--- config.mk ---
export PLATFORM = sky130hd
export DESIGN_NAME = power_result_bank
export DESIGN_NICKNAME = d
export VERILOG_FILES = /design/src/power_result_pkg.sv /design/src/power_result_bank.sv /design/src/window_averager.sv
export VERILOG_INCLUDE_DIRS = /design/src /design/src/src
export SDC_FILE = /design/constraint.sdc
export NUM_CORES = 2
export LEC_CHECK = 0
export ABC_AREA = 0
export CAP_MARGIN = 20
export CORE_MARGIN = 2
export CORE_UTILIZATION = 40
export CTS_BUF_LIST = sky130_fd_sc_hd__clkbuf_8
export DETAILED_ROUTE_END_ITERATION = 10
export DONT_BUFFER_PORTS = 1
export HOLD_SLACK_MARGIN = 0.02
export PLACE_DENSITY = 0.65
export SYNTH_ARGS = -nofsm -noshare
export SYNTH_HDL_FRONTEND = slang
export SYNTH_SLANG_ARGS = --single-unit
--- constraint.sdc ---
create_clock -name clk_sys_i -period 47.3 [get_ports clk_sys_i]
set_input_delay 7.095 -clock clk_sys_i [delete_from_list [all_inputs] [get_ports clk_sys_i]]
set_output_delay 7.095 -clock clk_sys_i [all_outputs]
set_load 0.005 [all_outputs]
--- src/power_result_map.svh ---
// Overview of operation
// - apparent power: unsigned 16 bits, 15 fractional, in bits 15:0.
// - reactive power: unsigned 17 bits, 16 fractional, in bits 16:0.
// - power factor: unsigned 9-bit pure fraction inside field 10:0.
// - bypass clear: bits 8:0 report dynamic zero-crossing sample count, 0 to 511.
// - bypass set: reported sample count equals the preset fixed count.
// - short-window averaged vrms in bits 14:0, irms in 30:16.
// - long-window averaged vrms in bits 14:0, irms in 30:16, separate word.
// - averaging select 1: both averaged voltage fields read zero.
// - averaging select 0: both averaged current fields read zero.
// - short-window averaged active power in bits 16:0.
// - long-window averaged active power in bits 16:0.
// - raw voltage sample: signed 17 bits, 16 fractional, bits 16:0.
// - raw current sample: signed 17 bits, 15 fractional, bits 16:0.
// - averaged active power: signed 17 bits, 15 fractional.
// - voltage rms values: unsigned 15-bit fraction, all bits fractional.
// - current rms values: unsigned 15 bits, 14 fractional.
`ifndef POWER_RESULT_MAP_SVH
`define POWER_RESULT_MAP_SVH

// register offsets
`define OFS_APPARENT_POWER 8'h22
`define OFS_REACTIVE_POWER 8'h23
`define OFS_POWER_FACTOR 8'h24
`define OFS_SAMPLE_COUNT 8'h25
`define OFS_RMS_AVG_SHORT 8'h26
`define OFS_RMS_AVG_LONG 8'h27
`define OFS_PACT_AVG_SHORT 8'h28
`define OFS_PACT_AVG_LONG 8'h29
`define OFS_INSTANT_VOLTAGE 8'h2a
`define OFS_INSTANT_CURRENT 8'h2b

// field positions
`define FLD_VRMS_LSB 0
`define FLD_IRMS_LSB 16
`define FLD_LOW_LSB 0

// reset values
`define RST_WORD 32'h0000_0000
`define RST_SHIFT 4'h0

`endif

--- src/power_result_pkg.sv ---
package power_result_pkg;

  typedef logic [14:0] vrms_type;
  typedef logic [14:0] irms_type;
  typedef logic signed [16:0] pactive_type;
  typedef logic [15:0] papparent_type;
  typedef logic [16:0] preactive_type;
  typedef logic [8:0] pfactor_type;
  typedef logic [8:0] sample_count_type;
  typedef logic signed [16:0] vsample_type;
  typedef logic signed [16:0] isample_type;

  // one set of results from the measurement engine
  typedef struct packed {
    vrms_type vrms;
    irms_type irms;
    pactive_type pactive;
    papparent_type papparent;
    preactive_type preactive;
    pfactor_type pfactor;
    sample_count_type count_dynamic;
    vsample_type vsample;
    isample_type isample;
  } meas_type;

  // configuration that steers the bank
  typedef struct packed {
    logic bypass_count;
    sample_count_type fixed_count;
    logic avg_select_current;
    logic [3:0] avg_short_shift;
    logic [3:0] avg_long_shift;
  } result_cfg_type;

  // register read or write request
  typedef struct packed {
    logic rd;
    logic wr;
    logic [7:0] addr;
    logic [31:0] wdata;
  } reg_req_type;

endpackage

--- src/power_result_bank.sv ---
`timescale 1ns/1ps
`default_nettype none
`include "power_result_map.svh"
module power_result_bank
  import power_result_pkg::*;
(
  input wire logic clk_sys_i,
  input wire logic reset_i,
  input wire logic meas_valid_i,
  input wire meas_type meas_i,
  input wire result_cfg_type cfg_i,
  input wire reg_req_type reg_req_i,
  output logic [31:0] reg_rdata_o,
  output logic reg_rvalid_o,
  output logic avg_short_update_o,
  output logic avg_long_update_o
);

  ////////////////////////////////////////////////////////////////////////////
  // word formatting helpers

  // unsigned value into the low bits, everything above reads zero
  function automatic logic [31:0] place_low17(input logic [16:0] v);
    logic [31:0] w;
    w = `RST_WORD;
    w[`FLD_LOW_LSB +: 17] = v;
    return w;
  endfunction

  // signed value kept at its own width; upper bits zero, not sign-extended
  function automatic logic [31:0] place_signed17(input logic signed [16:0] v);
    logic [31:0] w;
    w = `RST_WORD;
    w[`FLD_LOW_LSB +: 17] = v;
    return w;
  endfunction

  // sixteen-bit apparent power into the low half
  function automatic logic [31:0] place_low16(input logic [15:0] v);
    logic [31:0] w;
    w = `RST_WORD;
    w[`FLD_LOW_LSB +: 16] = v;
    return w;
  endfunction

  // nine-bit count or fraction; bits above, 10:9 included, read zero
  function automatic logic [31:0] place_low9(input logic [8:0] v);
    logic [31:0] w;
    w = `RST_WORD;
    w[`FLD_LOW_LSB +: 9] = v;
    return w;
  endfunction

  // two 15-bit rms fields packed into one word
  function automatic logic [31:0] place_rms_pair(input vrms_type v, input irms_type i);
    logic [31:0] w;
    w = 32'h0000_0000;
    w[`FLD_VRMS_LSB +: 15] = v;
    w[`FLD_IRMS_LSB +: 15] = i;
    return w;
  endfunction

  // averaged voltage is held only while voltage is the selected channel
  function automatic vrms_type keep_voltage(input logic sel_current, input vrms_type v);
    if (sel_current) begin
      return 15'h0000;
    end else begin
      return v; // unsigned, all 15 bits fractional
    end
  endfunction

  // averaged current is held only while current is the selected channel
  function automatic irms_type keep_current(input logic sel_current, input irms_type i);
    if (sel_current) begin
      return i; // unsigned, 14 fractional bits
    end else begin
      return 15'h0000;
    end
  endfunction

  ////////////////////////////////////////////////////////////////////////////
  // latched instantaneous-window results

  papparent_type papparent_reg, papparent_next;
  preactive_type preactive_reg, preactive_next;
  pfactor_type pfactor_reg, pfactor_next;
  sample_count_type count_dyn_reg, count_dyn_next;
  vsample_type vsample_reg, vsample_next;
  isample_type isample_reg, isample_next;

  // capture a full set so a read never mixes two update periods
  always_comb begin
    papparent_next = papparent_reg;
    preactive_next = preactive_reg;
    pfactor_next = pfactor_reg;
    count_dyn_next = count_dyn_reg;
    vsample_next = vsample_reg;
    isample_next = isample_reg;
    if (meas_valid_i) begin
      papparent_next = meas_i.papparent;
      preactive_next = meas_i.preactive;
      pfactor_next = meas_i.pfactor;
      count_dyn_next = meas_i.count_dynamic;
      vsample_next = meas_i.vsample;
      isample_next = meas_i.isample;
    end
  end

  always_ff @(posedge clk_sys_i or posedge reset_i) begin
    if (reset_i) begin
      papparent_reg <= '0;
      preactive_reg <= '0;
      pfactor_reg <= '0;
      count_dyn_reg <= '0;
      vsample_reg <= '0;
      isample_reg <= '0;
    end else begin
      papparent_reg <= papparent_next;
      preactive_reg <= preactive_next;
      pfactor_reg <= pfactor_next;
      count_dyn_reg <= count_dyn_next;
      vsample_reg <= vsample_next;
      isample_reg <= isample_next;
    end
  end

  ////////////////////////////////////////////////////////////////////////////
  // averaging chains

  logic [14:0] rms_pick;
  logic [14:0] rms_avg_short;
  logic [14:0] rms_avg_long;
  logic rms_short_valid;
  logic rms_long_valid;
  logic [16:0] pact_avg_short;
  logic [16:0] pact_avg_long;
  logic pact_short_valid;
  logic pact_long_valid;

  // only one rms channel is averaged at a time; select steers which
  assign rms_pick = cfg_i.avg_select_current ? meas_i.irms : meas_i.vrms;

  // short window fed straight from the measurement updates
  window_averager #(
    .WIDTH(15),
    .SIGNED_DATA(1'b0)
  ) u_rms_short (
    .clk_sys_i(clk_sys_i),
    .reset_i(reset_i),
    .sample_valid_i(meas_valid_i),
    .sample_i(rms_pick),
    .shift_i(cfg_i.avg_short_shift),
    .average_o(rms_avg_short),
    .average_valid_o(rms_short_valid)
  );

  // long window averages short results, so it can stretch to minutes
  window_averager #(
    .WIDTH(15),
    .SIGNED_DATA(1'b0)
  ) u_rms_long (
    .clk_sys_i(clk_sys_i),
    .reset_i(reset_i),
    .sample_valid_i(rms_short_valid),
    .sample_i(rms_avg_short),
    .shift_i(cfg_i.avg_long_shift),
    .average_o(rms_avg_long),
    .average_valid_o(rms_long_valid)
  );

  window_averager #(
    .WIDTH(17),
    .SIGNED_DATA(1'b1)
  ) u_pact_short (
    .clk_sys_i(clk_sys_i),
    .reset_i(reset_i),
    .sample_valid_i(meas_valid_i),
    .sample_i(meas_i.pactive),
    .shift_i(cfg_i.avg_short_shift),
    .average_o(pact_avg_short),
    .average_valid_o(pact_short_valid)
  );

  window_averager #(
    .WIDTH(17),
    .SIGNED_DATA(1'b1)
  ) u_pact_long (
    .clk_sys_i(clk_sys_i),
    .reset_i(reset_i),
    .sample_valid_i(pact_short_valid),
    .sample_i(pact_avg_short),
    .shift_i(cfg_i.avg_long_shift),
    .average_o(pact_avg_long),
    .average_valid_o(pact_long_valid)
  );

  ////////////////////////////////////////////////////////////////////////////
  // averaged result holding

  vrms_type vavg_short_reg, vavg_short_next;
  irms_type iavg_short_reg, iavg_short_next;
  vrms_type vavg_long_reg, vavg_long_next;
  irms_type iavg_long_reg, iavg_long_next;
  pactive_type pavg_short_reg, pavg_short_next;
  pactive_type pavg_long_reg, pavg_long_next;
  logic short_update_reg, short_update_next;
  logic long_update_reg, long_update_next;

  // the unselected channel is forced to zero at capture time
  always_comb begin
    vavg_short_next = vavg_short_reg;
    iavg_short_next = iavg_short_reg;
    vavg_long_next = vavg_long_reg;
    iavg_long_next = iavg_long_reg;
    pavg_short_next = pavg_short_reg;
    pavg_long_next = pavg_long_reg;
    short_update_next = rms_short_valid | pact_short_valid;
    long_update_next = rms_long_valid | pact_long_valid;
    if (rms_short_valid) begin
      vavg_short_next = keep_voltage(cfg_i.avg_select_current, rms_avg_short);
      iavg_short_next = keep_current(cfg_i.avg_select_current, rms_avg_short);
    end
    if (rms_long_valid) begin
      vavg_long_next = keep_voltage(cfg_i.avg_select_current, rms_avg_long);
      iavg_long_next = keep_current(cfg_i.avg_select_current, rms_avg_long);
    end
    if (pact_short_valid) begin
      pavg_short_next = pact_avg_short;
    end
    if (pact_long_valid) begin
      pavg_long_next = pact_avg_long;
    end
  end

  always_ff @(posedge clk_sys_i or posedge reset_i) begin
    if (reset_i) begin
      vavg_short_reg <= '0;
      iavg_short_reg <= '0;
      vavg_long_reg <= '0;
      iavg_long_reg <= '0;
      pavg_short_reg <= '0;
      pavg_long_reg <= '0;
      short_update_reg <= 1'b0;
      long_update_reg <= 1'b0;
    end else begin
      vavg_short_reg <= vavg_short_next;
      iavg_short_reg <= iavg_short_next;
      vavg_long_reg <= vavg_long_next;
      iavg_long_reg <= iavg_long_next;
      pavg_short_reg <= pavg_short_next;
      pavg_long_reg <= pavg_long_next;
      short_update_reg <= short_update_next;
      long_update_reg <= long_update_next;
    end
  end

  ////////////////////////////////////////////////////////////////////////////
  // read port

  logic [31:0] rdata_reg, rdata_next;
  logic rvalid_reg, rvalid_next;
  logic [31:0] word_pick;

  // select also masks at read time, so a select change hides stale data
  always_comb begin
    word_pick = `RST_WORD;
    unique case (reg_req_i.addr)
      `OFS_APPARENT_POWER: begin
        word_pick = place_low16(papparent_reg);
      end
      `OFS_REACTIVE_POWER: begin
        word_pick = place_low17(preactive_reg);
      end
      `OFS_POWER_FACTOR: begin
        word_pick = place_low9(pfactor_reg); // bits 10:9 stay zero
      end
      `OFS_SAMPLE_COUNT: begin
        if (cfg_i.bypass_count) begin
          word_pick = place_low9(cfg_i.fixed_count);
        end else begin
          word_pick = place_low9(count_dyn_reg);
        end
      end
      `OFS_RMS_AVG_SHORT: begin
        word_pick = place_rms_pair(
          keep_voltage(cfg_i.avg_select_current, vavg_short_reg),
          keep_current(cfg_i.avg_select_current, iavg_short_reg));
      end
      `OFS_RMS_AVG_LONG: begin
        word_pick = place_rms_pair(
          keep_voltage(cfg_i.avg_select_current, vavg_long_reg),
          keep_current(cfg_i.avg_select_current, iavg_long_reg));
      end
      `OFS_PACT_AVG_SHORT: begin
        word_pick = place_signed17(pavg_short_reg);
      end
      `OFS_PACT_AVG_LONG: begin
        word_pick = place_signed17(pavg_long_reg);
      end
      `OFS_INSTANT_VOLTAGE: begin
        word_pick = place_signed17(vsample_reg);
      end
      `OFS_INSTANT_CURRENT: begin
        word_pick = place_signed17(isample_reg);
      end
      default: begin
        word_pick = `RST_WORD; // other offsets belong elsewhere; answer zero
      end
    endcase
  end

  // reads answer one cycle later; writes change nothing here
  always_comb begin
    rdata_next = rdata_reg;
    rvalid_next = 1'b0;
    if (reg_req_i.rd) begin
      rdata_next = word_pick;
      rvalid_next = 1'b1;
    end
    // reg_req_i.wr and wdata deliberately unused: bank is read-only
  end

  always_ff @(posedge clk_sys_i or posedge reset_i) begin
    if (reset_i) begin
      rdata_reg <= `RST_WORD;
      rvalid_reg <= 1'b0;
    end else begin
      rdata_reg <= rdata_next;
      rvalid_reg <= rvalid_next;
    end
  end

  ////////////////////////////////////////////////////////////////////////////
  // outputs

  assign reg_rdata_o = rdata_reg;
  assign reg_rvalid_o = rvalid_reg;
  assign avg_short_update_o = short_update_reg;
  assign avg_long_update_o = long_update_reg;

endmodule
`default_nettype wire

--- src/window_averager.sv ---
`timescale 1ns/1ps
`default_nettype none
module window_averager #(
  parameter int WIDTH = 17,
  parameter bit SIGNED_DATA = 1'b1
) (
  input wire logic clk_sys_i,
  input wire logic reset_i,
  input wire logic sample_valid_i,
  input wire logic [WIDTH-1:0] sample_i,
  input wire logic [3:0] shift_i,
  output logic [WIDTH-1:0] average_o,
  output logic average_valid_o
);

  localparam int ACC_W = WIDTH + 16;

  logic [ACC_W-1:0] acc_reg, acc_next;
  logic [15:0] count_reg, count_next;
  logic [WIDTH-1:0] average_reg, average_next;
  logic average_valid_reg, average_valid_next;

  // extend a sample to accumulator width, honouring its sign
  function automatic logic [ACC_W-1:0] extend(input logic [WIDTH-1:0] v);
    if (SIGNED_DATA) begin
      return {{16{v[WIDTH-1]}}, v};
    end else begin
      return {16'h0000, v};
    end
  endfunction

  // window of 2**shift samples; power of two trades window choice for no divider
  always_comb begin
    logic [ACC_W-1:0] sum;
    logic [ACC_W-1:0] scaled;
    sum = acc_reg + extend(sample_i);
    scaled = '0;
    acc_next = acc_reg;
    count_next = count_reg;
    average_next = average_reg;
    average_valid_next = 1'b0;
    if (sample_valid_i) begin
      if (count_reg >= ((16'h0001 << shift_i) - 16'h0001)) begin
        if (SIGNED_DATA) begin
          scaled = ACC_W'($signed(sum) >>> shift_i);
        end else begin
          scaled = sum >> shift_i;
        end
        average_next = scaled[WIDTH-1:0];
        average_valid_next = 1'b1;
        acc_next = '0;
        count_next = 16'h0000;
      end else begin
        acc_next = sum;
        count_next = count_reg + 16'h0001;
      end
    end
  end

  always_ff @(posedge clk_sys_i or posedge reset_i) begin
    if (reset_i) begin
      acc_reg <= '0;
      count_reg <= 16'h0000;
      average_reg <= '0;
      average_valid_reg <= 1'b0;
    end else begin
      acc_reg <= acc_next;
      count_reg <= count_next;
      average_reg <= average_next;
      average_valid_reg <= average_valid_next;
    end
  end

  assign average_o = average_reg;
  assign average_valid_o = average_valid_reg;

endmodule
`default_nettype wire

==> results by group <==
Die
  – Top Ports: 231
  – Chip Width: 289 um
  – Core area: 0.0805 mm2
  – Die ar.: 0.0836 mm2
  – # rows: 104
  – Starting Density: 40.4%
  – Chip Height: 289 um

Pwr
  – Clk pwr share: 23.1%
  – Switching Fraction: 42.8%
  – Worst VDD drop: 0.0366 mV
  – Tot Pwr: 1.81 mW
  – Comb power frac: 48.5%
  – Leakage: 15.0 nW
  – Power Dens Cells: 51.7 mW/mm2
  – Net Switching: 774 uW
  – Reg power frac: 28.3%
  – Internal: 1.04 mW

Layout
  – Area grow syn2layout: 7.69%
  – Layout cells sized above 1: 12.9%
  – Filler cells: 7,786
  – Finished Core Util: 43.5%
  – Nets@finish: 3,780
  – Fin cells: 4,552
  – Sequential cell area: 0.0117 mm2
  – Multi-input gate area: 0.0193 mm2

Placement
  – Placer Congestion: 0.907
  – Post-DP HPWL: 66,500 um
  – Dpl cells: 4,398
  – PortBufs: 0

Setup path
  – Top Family by Delay on Critical Path: simple AND/OR/NAND/NOR gates
  – CP Buf/Inv Count: 2
  – Crit-path cells: nor2_1 > nand2_1 > ha_1 > nor3_1 > a21oi_1 > o32a_1 > ha_1 > a21o_1 > maj3_1 > a41oi_1 > o21ai_1 > maj3_1 > a31o_2 > buf_4 > nand2_1 > inv_2 > nand2_1 > a2111oi_0 > nor3_1
  – Crit path DAT: 12.56 ns
  – Crit end category: flip-flop
  – Cell mode on critical path: nand2_1
  – Slowest CP cell: nor2_1
  – Critical path startpoint category: input pin
  – Crit path largest cell delay: 0.59 ns
  – Worst-path fanout max: 77
  – Crit Path Category: in2reg
  – Req. time, crit path: 47.91 ns

Global routing
  – Largest net degree at the start of global routing: 156
  – GRT Total Usage: 22.0%
  – Initial antenna violation count: 4
  – Gr ovfl total: 0
  – Global-route wire length before repair: 147,000 um
  – Vias in the first global route: 25,890

CTS
  – H-tree lvl count: 3
  – Clk_lat worst skew: 0.74 ns
  – Maximum buffer depth of the clock tree: 3
  – CTS tree: built
  – CTS sink cnt: 469
  – Post-cts sizing count: 0
  – Post-CTS Setup Inserts: 0
  – CTS clock-pin slew for the worst setup and hold paths: 0.06 ns
  – Hold Buf Count CTS: 0
  – Num CTS Buffers: 85
  – Root buffer cell: clkbuf_8

Timing
  – Final setup TNS: 0 ns
  – Part of the cycle the worst path needs: 25.3%
  – Fmax: 83.7 MHz
  – Clk_skew: 0.0637 ns
  – Final Hold Viols: 0
  – Tightest Pin Transition: 1.05 ns
  – Worst slew margin: 30.1%
  – Minimum clock period: 11.95 ns
  – Setup Viol. Count Final: 0
  – WHS: 0.483 ns
  – Final Max Tran Viols: 0
  – RSZ-0062 raised after global routing: false

Synthesis
  – Post-Syn Area: 0.0325 mm2
  – Synth area leaders: dfrtp_1 36%, mux2_2 6.1%, ha_1 5.9%
  – Top_reg_cell synth: dfrtp_1
  – Post-synth top area share: 36.1%
  – Post-synth EDFFs: 0
  – FF+latch count, synth: 469
  – Post-Syn Instances: 3,542
  – Avg Inst Size Synth: 9.19 um2
  – Yosys warns: 0
  – Sequential area share after synthesis: 36.1%
  – Cell variety after synth: 110
  – Cell taking the most area after synthesis: dfrtp_1
  – Asr flop ratio synth: 100%

Routing
  – Drt via density: 5.97
  – Detail Route Antenna Nets: 0
  – DRC errors left: 0
  – Starting DRT DRC Count: 2,216
  – Post-Route WL: 93,100 um
  – Via count: 27,153
  – DR pass1 iterations: 5
  – WL/cell: 20.5 um

Outcome
  – Status: finished, final reports clean

Flow run
  – Max cap viols: 0

Min path
  – Worst hold path class: reg2reg
## per-stage QoR
step                      cell area [um2]  worst slack (ns)
final                               35000             35.35
after CTS                           35000             35.55
after global placement              33200             34.79
after global routing                35000             35.04
after floorplan                     32600             27.12
after detailed placement            33200             34.80
## per-layer routing
metal | wire (um) | vias to the layer above | GRT usage (%) | part of all wire [%]
met5 | 0 | - | 0 | 0
met4 | 2380 | 0 | 6.84 | 2.6
met3 | 5900 | 138 | 4.02 | 6.3
met2 | 42600 | 799 | 34.9 | 46
met1 | 42200 | 13327 | 30.4 | 45
li1 | - | 12889 | - | -
## kinds of logic after synthesis
| group | synth area share (%) |
|---|---|
| AO/OA/AOI/OAI | 22.7 |
| AND/OR/NAND/NOR | 14.3 |
| flip-flops | 36.1 |
| buffers and inverters | 4.63 |
| multiplexers | 11.6 |
| adder cells (fa/ha/maj) | 6.32 |
| XOR/XNOR | 4.38 |
| other | 0.0231 |
## layout by cell type (no fill, tap or decap), types with 30 or more instances in the layout
cell type and instances:
xnor2_1 94, nand2b_1 31, a21o_1 58, xor2_1 65, nand3_1 128, dfrtp_1 468, a22oi_1 69, o21ai_0 186
nor3_1 63, nor2b_1 37, a22o_1 30, mux2i_1 119, o22ai_1 45, a211oi_1 54, clkbuf_8 104, nand4_1 49
o2bb2ai_1 81, o31ai_1 33, ha_1 154, nand2_1 335, a21oi_1 175, nor2_1 246, inv_1 158, mux2_2 176
o211ai_1 38
## power by group through the flow
stage	sequential (mW)	clock, mW	combinational, mW
finish	0.513	0.419	0.878
floorplan	0.495	0	0.694
global placement	0.517	0	0.855
CTS	0.512	0.428	0.868
detailed placement	0.518	0	0.863
global route	0.519	0.446	0.968
## cell type report
class	instances	share of cell area (%)
Tap cell	1060	3.78
Clock buffer	104	4.08
Clock inverter	43	1.11
Inverter	151	1.64
Multi-Input combinational cell	2690	55.2
Timing Repair Buffer	29	0.678
Sequential cell	469	33.5
Antenna cell	6	0.0428
## path summary, 6_finish.rpt
| check | from | end | slack (ns) | cells past startpoint |
|---|---|---|---|---|
| min in group asynchronous | reset_i | count_dyn_reg[8] | 6.43 | 1 |
| worst max register to register | u_pact_short.average_o[16] | u_pact_long.average_o[13] | 43.12 | 12 |
| worst min-delay path | u_pact_short.acc_reg[12] | u_pact_short.acc_reg[12] | 0.48 | 1 |
| worst min register to register | u_pact_short.acc_reg[12] | u_pact_short.acc_reg[12] | 0.48 | 1 |
| max in group asynchronous | reset_i | u_rms_long.average_o[6] | 39.24 | 2 |
| worst max-delay path | cfg_i[4] | u_pact_short.average_o[13] | 35.35 | 19 |
## cell usage after synthesis, types with 69 or more instances
cell and instances:
nand3_1 128, nand2_1 335, o21ai_0 186, clkbuf_1 160, a21oi_1 175, mux2_2 176, xnor2_1 94, inv_1 142
dfrtp_1 469, o2bb2ai_1 81, nor2_1 248, a22oi_1 69, mux2i_1 119, ha_1 154
No activity file was read; power rests on OpenSTA's default activity.
